`src/core/bps_pkg.sv`:
```
package bps_pkg;
   // timing, in cycles of the 125 MHz system clock
   localparam int unsigned BPS_CLK_HZ = 125_000_000;
   localparam int unsigned BPS_PROG_MS = 5;
   localparam int unsigned BPS_PROG_CYCLES = BPS_CLK_HZ / 1000 * BPS_PROG_MS;
   localparam int unsigned BPS_SW_HZ = 600_000;
   localparam int unsigned BPS_SW_DIV = BPS_CLK_HZ / BPS_SW_HZ;
   localparam int unsigned BPS_SS_US = 4500;
   localparam int unsigned BPS_SS_CYCLES = BPS_CLK_HZ / 1000 * BPS_SS_US / 1000;
   // threshold codes in millivolts
   localparam int unsigned BPS_TH_W = 10;
   localparam logic [9:0] BPS_TH_MIN_MV = 10'h032;
   localparam logic [9:0] BPS_TH_MAX_MV = 10'h226;
   localparam logic [9:0] BPS_CLAMP_MV = 10'h258;
   localparam logic [9:0] BPS_TH_RST = 10'h000;
   localparam logic [2:0] BPS_OC_RUN = 3'h4;

   typedef enum logic [2:0] {
      BPS_ST_PROG = 3'b000,
      BPS_ST_SOFT = 3'b001,
      BPS_ST_RUN = 3'b010,
      BPS_ST_OFF = 3'b011,
      BPS_ST_OVER = 3'b100
   } bps_state_t;

   // comparator decisions on the output-sense input
   typedef struct packed {
      logic above_ov;
      logic above_half;
      logic below_uv;
      logic in_window;
   } bps_sense_t;

   // gate commands to the power stage
   typedef struct packed {
      logic high_on;
      logic low_on;
      logic low_free;
   } bps_gate_t;
endpackage : bps_pkg

```
`src/core/bps_sync.sv`:
```
module bps_sync
   import bps_pkg::*;
#(
   parameter int unsigned WIDTH = 1
) (
   input wire logic sys_clk,
   input wire logic rst_n,
   input wire logic [WIDTH-1:0] async_in,
   output logic [WIDTH-1:0] sync_out
);
   logic [WIDTH-1:0] meta_q;

   // two flops; only the second stage is read outside
   always_ff @(posedge sys_clk) begin
      if (!rst_n) begin
         meta_q <= '0;
         sync_out <= '0;
      end else begin
         meta_q <= async_in;
         sync_out <= meta_q;
      end
   end
endmodule : bps_sync

```
`src/core/bps_supervisor.sv`:
```
// Function
// - After lockout release a 5 ms programming phase sources the test current out of the low-side gate pin.
// - At the end of programming the gate-pin voltage is sampled and held as the first-level threshold.
// - The held first-level threshold spans 50 mV to 550 mV.
// - The second-level threshold is the held first level times 1.5.
// - A gate-pin voltage of 600 mV clamps, selects maximum thresholds and ends programming at once.
// - Leaving the power-good window drops the power-good flag while switching continues.
// - The power-good flag is first raised when soft-start completes.
// - Undervoltage turns both switches off in a latch released only by a power cycle.
// - Overvoltage above about 1 V turns the high side off, the low side on, and latches.
// - In overvoltage the low side turns off once the sense falls below 0.4 V.
// - While overvoltage is latched the low side turns on again above 0.4 V.
// - The sense pin bias pulls an open pin high so it is handled as overvoltage.
// - Undervoltage is ignored during soft-start; other protections act throughout.
// - Soft-start begins only after lockout release and completed programming.
// - Overcurrent trips after four consecutive first-level cycles or at once on second level.
// - An overcurrent trip turns both switches off and latches until a power cycle.
module bps_supervisor
   import bps_pkg::*;
#(
   parameter int unsigned PROG_CYCLES = BPS_PROG_CYCLES,
   parameter int unsigned SS_CYCLES = BPS_SS_CYCLES,
   parameter int unsigned SW_DIV = BPS_SW_DIV
) (
   input wire logic sys_clk,
   input wire logic rst_n,
   input wire logic [9:0] gate_pin_mv,
   input wire logic [3:0] sense_raw,
   input wire logic [9:0] phase_drop_mv,
   input wire logic pwm_req,
   output logic limit_program_current,
   output logic power_ok_flag,
   output logic high_side_switch,
   output logic low_side_switch,
   output logic overcurrent_trip,
   output logic undervoltage_trip,
   output logic overvoltage_trip,
   output logic soft_start_active,
   output logic [9:0] level1_mv,
   output logic [10:0] level2_mv
);
   // counters are 23 and 8 bits wide; refuse counts they cannot hold
   if (PROG_CYCLES < 32'h0000_0002 || PROG_CYCLES > 32'h0080_0000 ||
       SS_CYCLES < 32'h0000_0002 || SS_CYCLES > 32'h0080_0000 ||
       SW_DIV < 32'h0000_0002 || SW_DIV > 32'h0000_0100) begin : g_bad
      $error("bps_supervisor: counts out of range");
   end

   //////////////////////////////////////////////////////////////////////
   // synchronise comparator decisions from the analog side
   bps_sense_t sense;
   logic [3:0] sense_s;
   logic [9:0] gate_s;
   logic [9:0] phase_s;
   logic pwm_s;

   bps_sync #(.WIDTH(25)) u_sync (
      .sys_clk(sys_clk),
      .rst_n(rst_n),
      .async_in({sense_raw, gate_pin_mv, phase_drop_mv, pwm_req}),
      .sync_out({sense_s, gate_s, phase_s, pwm_s})
   );
   assign sense = bps_sense_t'(sense_s);

   //////////////////////////////////////////////////////////////////////
   // state and counters
   bps_state_t state_q, state_d;
   logic [22:0] cnt_q;
   logic [7:0] sw_q;
   logic [2:0] oc_run_q;
   logic oc_seen_q;
   logic [9:0] th1_q;
   logic [9:0] gate_prev_q;
   logic [9:0] phase_prev_q;
   logic [2:0] ls_hist_q;

   //////////////////////////////////////////////////////////////////////
   // pin words pass the two flops bit by bit and may arrive torn;
   // trust a word only when two samples in a row agree
   wire gate_steady = (gate_s == gate_prev_q);
   wire phase_steady = (phase_s == phase_prev_q);
   // phase drop means nothing unless the low side was on for both samples
   wire ls_settled = low_side_switch && (&ls_hist_q);

   wire sw_tick = (sw_q == 8'(SW_DIV - 1));
   // a torn sample at the deadline only stretches programming two cycles
   wire prog_done = (cnt_q >= 23'(PROG_CYCLES - 1)) && gate_steady;
   wire ss_done = (cnt_q == 23'(SS_CYCLES - 1));
   wire clamp_hit = gate_steady && (gate_s >= BPS_CLAMP_MV);
   // sample clipped into the programmable span
   wire [9:0] sample_mv = (gate_s < BPS_TH_MIN_MV) ? BPS_TH_MIN_MV :
                          (gate_s > BPS_TH_MAX_MV) ? BPS_TH_MAX_MV :
                          gate_s;
   wire take_clamp = (state_q == BPS_ST_PROG) && clamp_hit;
   wire take_sample = (state_q == BPS_ST_PROG) && prog_done;
   // next threshold, so the outputs change with soft-start, not after it
   wire [9:0] th1_d = take_clamp ? BPS_TH_MAX_MV :
                      take_sample ? sample_mv : th1_q;
   wire [10:0] th2_d = 11'({1'b0, th1_d}) + 11'(th1_d >> 1);
   wire [10:0] th2 = 11'({1'b0, th1_q}) + 11'(th1_q >> 1);
   wire lvl1 = ls_settled && phase_steady &&
               (11'(phase_s) > 11'(th1_q));
   wire lvl2 = ls_settled && phase_steady && (11'(phase_s) > th2);
   wire active = (state_q == BPS_ST_SOFT) || (state_q == BPS_ST_RUN);
   wire oc_trip = active && (lvl2 || (sw_tick && oc_seen_q &&
                  oc_run_q == BPS_OC_RUN - 3'h1));
   // open sense pin reads as above_ov through the bias pull-up
   wire ov_trip = active && sense.above_ov;
   wire uv_trip = (state_q == BPS_ST_RUN) && sense.below_uv;

   // fault priority: overvoltage keeps low-side control, so it wins
   always_comb begin
      state_d = state_q;
      unique case (state_q)
         BPS_ST_PROG: if (prog_done || clamp_hit) state_d = BPS_ST_SOFT;
         BPS_ST_SOFT: begin
            if (ov_trip) state_d = BPS_ST_OVER;
            else if (oc_trip) state_d = BPS_ST_OFF;
            else if (ss_done) state_d = BPS_ST_RUN;
         end
         BPS_ST_RUN: begin
            if (ov_trip) state_d = BPS_ST_OVER;
            else if (oc_trip || uv_trip) state_d = BPS_ST_OFF;
         end
         BPS_ST_OFF: state_d = BPS_ST_OFF;
         BPS_ST_OVER: state_d = BPS_ST_OVER;
         default: state_d = BPS_ST_OFF;
      endcase
   end

   // only the lockout reset leaves the latched states
   always_ff @(posedge sys_clk) begin
      if (!rst_n) begin
         state_q <= BPS_ST_PROG;
         cnt_q <= '0;
      end else begin
         state_q <= state_d;
         cnt_q <= (state_d != state_q) ? 23'h000000 : cnt_q + 23'h000001;
      end
   end

   always_ff @(posedge sys_clk) begin
      if (!rst_n) begin
         sw_q <= '0;
      end else begin
         sw_q <= sw_tick ? 8'h00 : sw_q + 8'h01;
      end
   end

   // first-level events counted per switching cycle
   always_ff @(posedge sys_clk) begin
      if (!rst_n) begin
         oc_seen_q <= 1'b0;
         oc_run_q <= '0;
      end else if (sw_tick) begin
         oc_seen_q <= 1'b0;
         oc_run_q <= oc_seen_q ? oc_run_q + 3'h1 : 3'h0;
      end else if (lvl1) begin
         oc_seen_q <= 1'b1;
      end
   end

   // threshold held until the next lockout reset
   always_ff @(posedge sys_clk) begin
      if (!rst_n) begin
         th1_q <= BPS_TH_RST;
      end else begin
         th1_q <= th1_d;
      end
   end

   // previous pin words and low-side history for the steadiness checks
   always_ff @(posedge sys_clk) begin
      if (!rst_n) begin
         gate_prev_q <= '0;
         phase_prev_q <= '0;
         ls_hist_q <= '0;
      end else begin
         gate_prev_q <= gate_s;
         phase_prev_q <= phase_s;
         ls_hist_q <= {ls_hist_q[1:0], low_side_switch};
      end
   end

   //////////////////////////////////////////////////////////////////////
   // outputs, all registered
   wire prog_d = (state_d == BPS_ST_PROG);
   wire over_d = (state_d == BPS_ST_OVER);
   // in overvoltage the low side follows the half-reference comparator
   wire ls_d = over_d ? sense.above_half :
               active && (state_d != BPS_ST_OFF) && !pwm_s;
   wire hs_d = active && (state_d == BPS_ST_SOFT ||
               state_d == BPS_ST_RUN) && pwm_s;
   wire pg_seen_d = (state_d == BPS_ST_RUN);
   wire pg_d = pg_seen_d && sense.in_window;

   always_ff @(posedge sys_clk) begin
      if (!rst_n) begin
         limit_program_current <= 1'b0;
         power_ok_flag <= 1'b0;
         high_side_switch <= 1'b0;
         low_side_switch <= 1'b0;
         overcurrent_trip <= 1'b0;
         undervoltage_trip <= 1'b0;
         overvoltage_trip <= 1'b0;
         soft_start_active <= 1'b0;
         level1_mv <= BPS_TH_RST;
         level2_mv <= '0;
      end else begin
         limit_program_current <= prog_d && !clamp_hit;
         power_ok_flag <= pg_d;
         high_side_switch <= hs_d;
         low_side_switch <= ls_d;
         overcurrent_trip <= overcurrent_trip ||
                             (oc_trip && state_d == BPS_ST_OFF);
         undervoltage_trip <= undervoltage_trip ||
                              (uv_trip && state_d == BPS_ST_OFF);
         overvoltage_trip <= overvoltage_trip || over_d;
         soft_start_active <= (state_d == BPS_ST_SOFT);
         level1_mv <= th1_d;
         level2_mv <= th2_d;
      end
   end
endmodule : bps_supervisor

```
`config.mk`:
```
export PLATFORM = sky130hd
export DESIGN_NAME = bps_supervisor
export DESIGN_NICKNAME = d
export VERILOG_FILES = /design/src/core/bps_pkg.sv /design/src/core/bps_sync.sv /design/src/core/bps_supervisor.sv
export SDC_FILE = /design/constraint.sdc
export NUM_CORES = 1
export LEC_CHECK = 0
export BUFFER_PORTS_ARGS = -buffer_cell sky130_fd_sc_hd__buf_2
export CORE_ASPECT_RATIO = 0.7
export CORE_MARGIN = 5
export CORE_UTILIZATION = 59
export DETAILED_ROUTE_END_ITERATION = 16
export GPL_ROUTABILITY_DRIVEN = 1
export PLACE_DENSITY = 0.79
export SYNTH_ARGS = -nofsm -noshare
export SYNTH_HDL_FRONTEND = slang
export SYNTH_SLANG_ARGS = --single-unit
```
`constraint.sdc`:
```
create_clock -name sys_clk -period 4.85 [get_ports sys_clk]
set_input_delay 0.485 -clock sys_clk [delete_from_list [all_inputs] [get_ports sys_clk]]
set_output_delay 0.485 -clock sys_clk [all_outputs]
set_load 0.02 [all_outputs]
```
==> flow_metrics.env <==
export IMPL_period_share=0.924
export IMPL_die_w_um=134
export IMPL_dr_first_iter_drc_count=419
export IMPL_multi_input_area_um2=3300
export IMPL_vdd_drop_max_v=0.000393
export IMPL_netlist_area_um2=6320
export IMPL_viasPerCell=5.44
export IMPL_drtAntennaViolNets=0
export IMPL_start_util=0.608
export IMPL_p_per_area_nw_per_um2=362
export IMPL_post_route_drc_count=0
export IMPL_nNetsFinal=808
export IMPL_grt_use_total=0.213
export IMPL_final_cell_mix="dfxtp_1 (140), and2_1 (78), nor2_1 (71)"
export IMPL_status="completed"
export IMPL_relSlewSlack=0.414
export IMPL_path_max_fanout=12
export IMPL_clk_pin_slew_ns=0.06
export IMPL_rows=31
export IMPL_overflow=0
export IMPL_fmax_mhz=223
export IMPL_clockPowerShare=0.505
export IMPL_cts_made_buffers=17
export IMPL_drt_pass1_iter_count=5
export IMPL_fin_util=0.704
export IMPL_cts_root_buf="clkbuf_16"
export IMPL_cts_sinks=140
export IMPL_rsz0062_at_grt="false"
export IMPL_post_cts_setup_buffers=0
export IMPL_fin_skew_ns=0.00708
export IMPL_num_io_pins=56
export IMPL_wl_per_cell_um=15.0
export IMPL_clock_path_buffers=2
export IMPL_path_cells="ha_1 > fa_1 > a21oi_1 > o211ai_1 > o21ai_0 > nand2b_1 > a21oi_1 > xnor2_1 > ha_1 > nand4_1 > nor2_1 > o31a_1 > o311ai_2 > o21ai_0 > o41ai_2 > nand2_2 > buf_4 > nor2_1"
export IMPL_yosysSeqAreaShare=0.444
export IMPL_syn_to_final_growth_pct=15.8
export IMPL_synthTopCellsByArea="dfxtp_1 (44%), ha_1 (9.1%), and2_1 (7.7%)"
export IMPL_grt_max_degree=88
export IMPL_final_setup_viol_count=0
export IMPL_seqPwrFrac=0.453
export IMPL_maxCapViolCount=0
export IMPL_slowest_delay_ns=0.41
export IMPL_die_area_um2=12900
export IMPL_async_reset_ff_frac=0
export IMPL_p_int_mw=2.06
export IMPL_hold_class="input port to flop"
export IMPL_fin_tns_setup_ns=0
export IMPL_start_kind="flop"
export IMPL_final_max_slew_viol_count=0
export IMPL_register_area_um2=2800
export IMPL_worst_pin_slew_ns=0.873
export IMPL_chipHeight_um=96.6
export IMPL_ys_types=61
export IMPL_wl_um=13200
export IMPL_grt_antenna_before_repair=0
export IMPL_synthCells=678
export IMPL_leakage_nw=3.15
export IMPL_grt_first_pass_wirelength_um=21700
export IMPL_path_class="flop to flop"
export IMPL_placedCellCount=846
export IMPL_gp_congestion=0.900
export IMPL_power_frac_comb=0.041
export IMPL_yosys_area_top_type="dfxtp_1"
export IMPL_synth_nets=753
export IMPL_whs_ns=0.275
export IMPL_cp_num_buf_inv=1
export IMPL_avgSynthCellArea_um2=9.32
export IMPL_fin_crit_ns=4.48
export IMPL_fill_cells=775
export IMPL_portBuffers=55
export IMPL_hold_violations=0
export IMPL_crit_slowest_cell="fa_1"
export IMPL_p_sw_mw=0.588
export IMPL_end_kind="flop"
export IMPL_cts_tree="built"
export IMPL_insertion_delay_ns=0.41
export IMPL_synth_top_area_share=0.444
export IMPL_ys_flop_type="dfxtp_1"
export IMPL_critical_path_arrival_ns=4.83
export IMPL_synth_edf_count=0
export IMPL_yosysWarningCount=0
export IMPL_cpLargestDelayFamily="compound AO/OA/AOI/OAI gates"
export IMPL_dp_hpwl_um=9400
export IMPL_ys_seq_elements=140
export IMPL_core_area_um2=10400
export IMPL_grt_pass1_vias=4561
export IMPL_vias=4772
export IMPL_swShare=0.222
export IMPL_postCtsHoldBufs=0
export IMPL_diodes=0
export IMPL_final_common_cell="dfxtp_1"
export IMPL_htree_levels=4
export IMPL_final_cells=878
export IMPL_crit_required_ns=5.20
export IMPL_drive_gt1_frac=0.143
-- state kept, by name, indices dropped and copies added (netlist names), 3 cells and up --
| signal | cells |
|---|---|
| u_sync.meta_q | 25 |
| u_sync.sync_out | 25 |
| cnt_q | 23 |
| level2_mv | 11 |
| gate_prev_q | 10 |
| level1_mv | 10 |
| phase_prev_q | 10 |
| sw_q | 8 |
| ls_hist_q | 3 |
| oc_run_q | 3 |
| state_q | 3 |
-- final cells by class --
cell class,instances,share of cell area
tap,132,0.0226
clock inverter,14,0.0250
timing repair buffer,58,0.0407
inverter,34,0.0174
sequential,140,0.383
clock buffer,18,0.0600
multi-input combinational,482,0.451
-- cells by family after synthesis --
kind of cell / share of synthesized area
compound gates: 0.0972
flops: 0.444
buf+inv: 0.0350
mux: 0.00317
xor+xnor: 0.0818
simple gates: 0.242
fa+ha+maj: 0.0974
-- stage by stage --
stage	worst slack (ns)	area (um2)	power, mW
floorplan	0.931	6320	1.30
global placement	0.423	6690	1.33
detailed placement	0.0973	6690	1.33
CTS	0.0580	7310	2.66
global route	0.0498	7320	2.75
finish	0.370	7320	2.65
-- power groups by stage --
| stage | Sequential (mW) | Combinational, mW | Clock, mW |
|---|---|---|---|
| 2_1_floorplan | 1.22 | 0.0807 | 0 |
| 3_3_place_gp | 1.22 | 0.103 | 0 |
| 3_5_place_dp | 1.23 | 0.109 | 0 |
| 4_1_cts | 1.20 | 0.110 | 1.35 |
| 5_1_grt | 1.20 | 0.124 | 1.43 |
| 6_report | 1.20 | 0.110 | 1.34 |
-- repair_timing --
action                                 in CTS  in global routing
resized for setup                           0                  2
setup endpoints to repair                   0                 22
endpoints found under the hold margin       0                  0
-- cell usage after synthesis (10+ instances only) --
cell / n
nor2b_1: 10
clkbuf_1: 15
and2_1: 78
nand2_1: 36
dfxtp_1: 140
inv_1: 33
o21ai_0: 13
nand3_1: 29
ha_1: 46
nor2_1: 71
xnor2_1: 40
xor2_1: 19
a21oi_1: 33
nor3_1: 13
nand4_1: 11
-- metal layers --
layer	vias to the layer above	GRT usage	wire, um
met5	-	0	0
met4	0	0.0762	181
met3	24	0.0575	754
met2	153	0.324	5640
met1	2190	0.295	6630
li1	2405	-	-
-- worst paths after layout --
path / start / to / slack [ns] / cells past startpoint
worst max register to register: level1_mv[1]$_SDFF_PN0_ / cnt_q[8]$_SDFF_PP0_ / 0.37 / 18
worst min register to register: u_sync.meta_q[2]$_SDFF_PN0_ / u_sync.sync_out[2]$_SDFF_PN0_ / 0.43 / 1
worst min-delay path: gate_pin_mv[2] / u_sync.meta_q[13]$_SDFF_PN0_ / 0.28 / 2
worst max-delay path: level1_mv[1]$_SDFF_PN0_ / cnt_q[8]$_SDFF_PP0_ / 0.37 / 18
No activity file was read; power rests on OpenSTA's default activity.
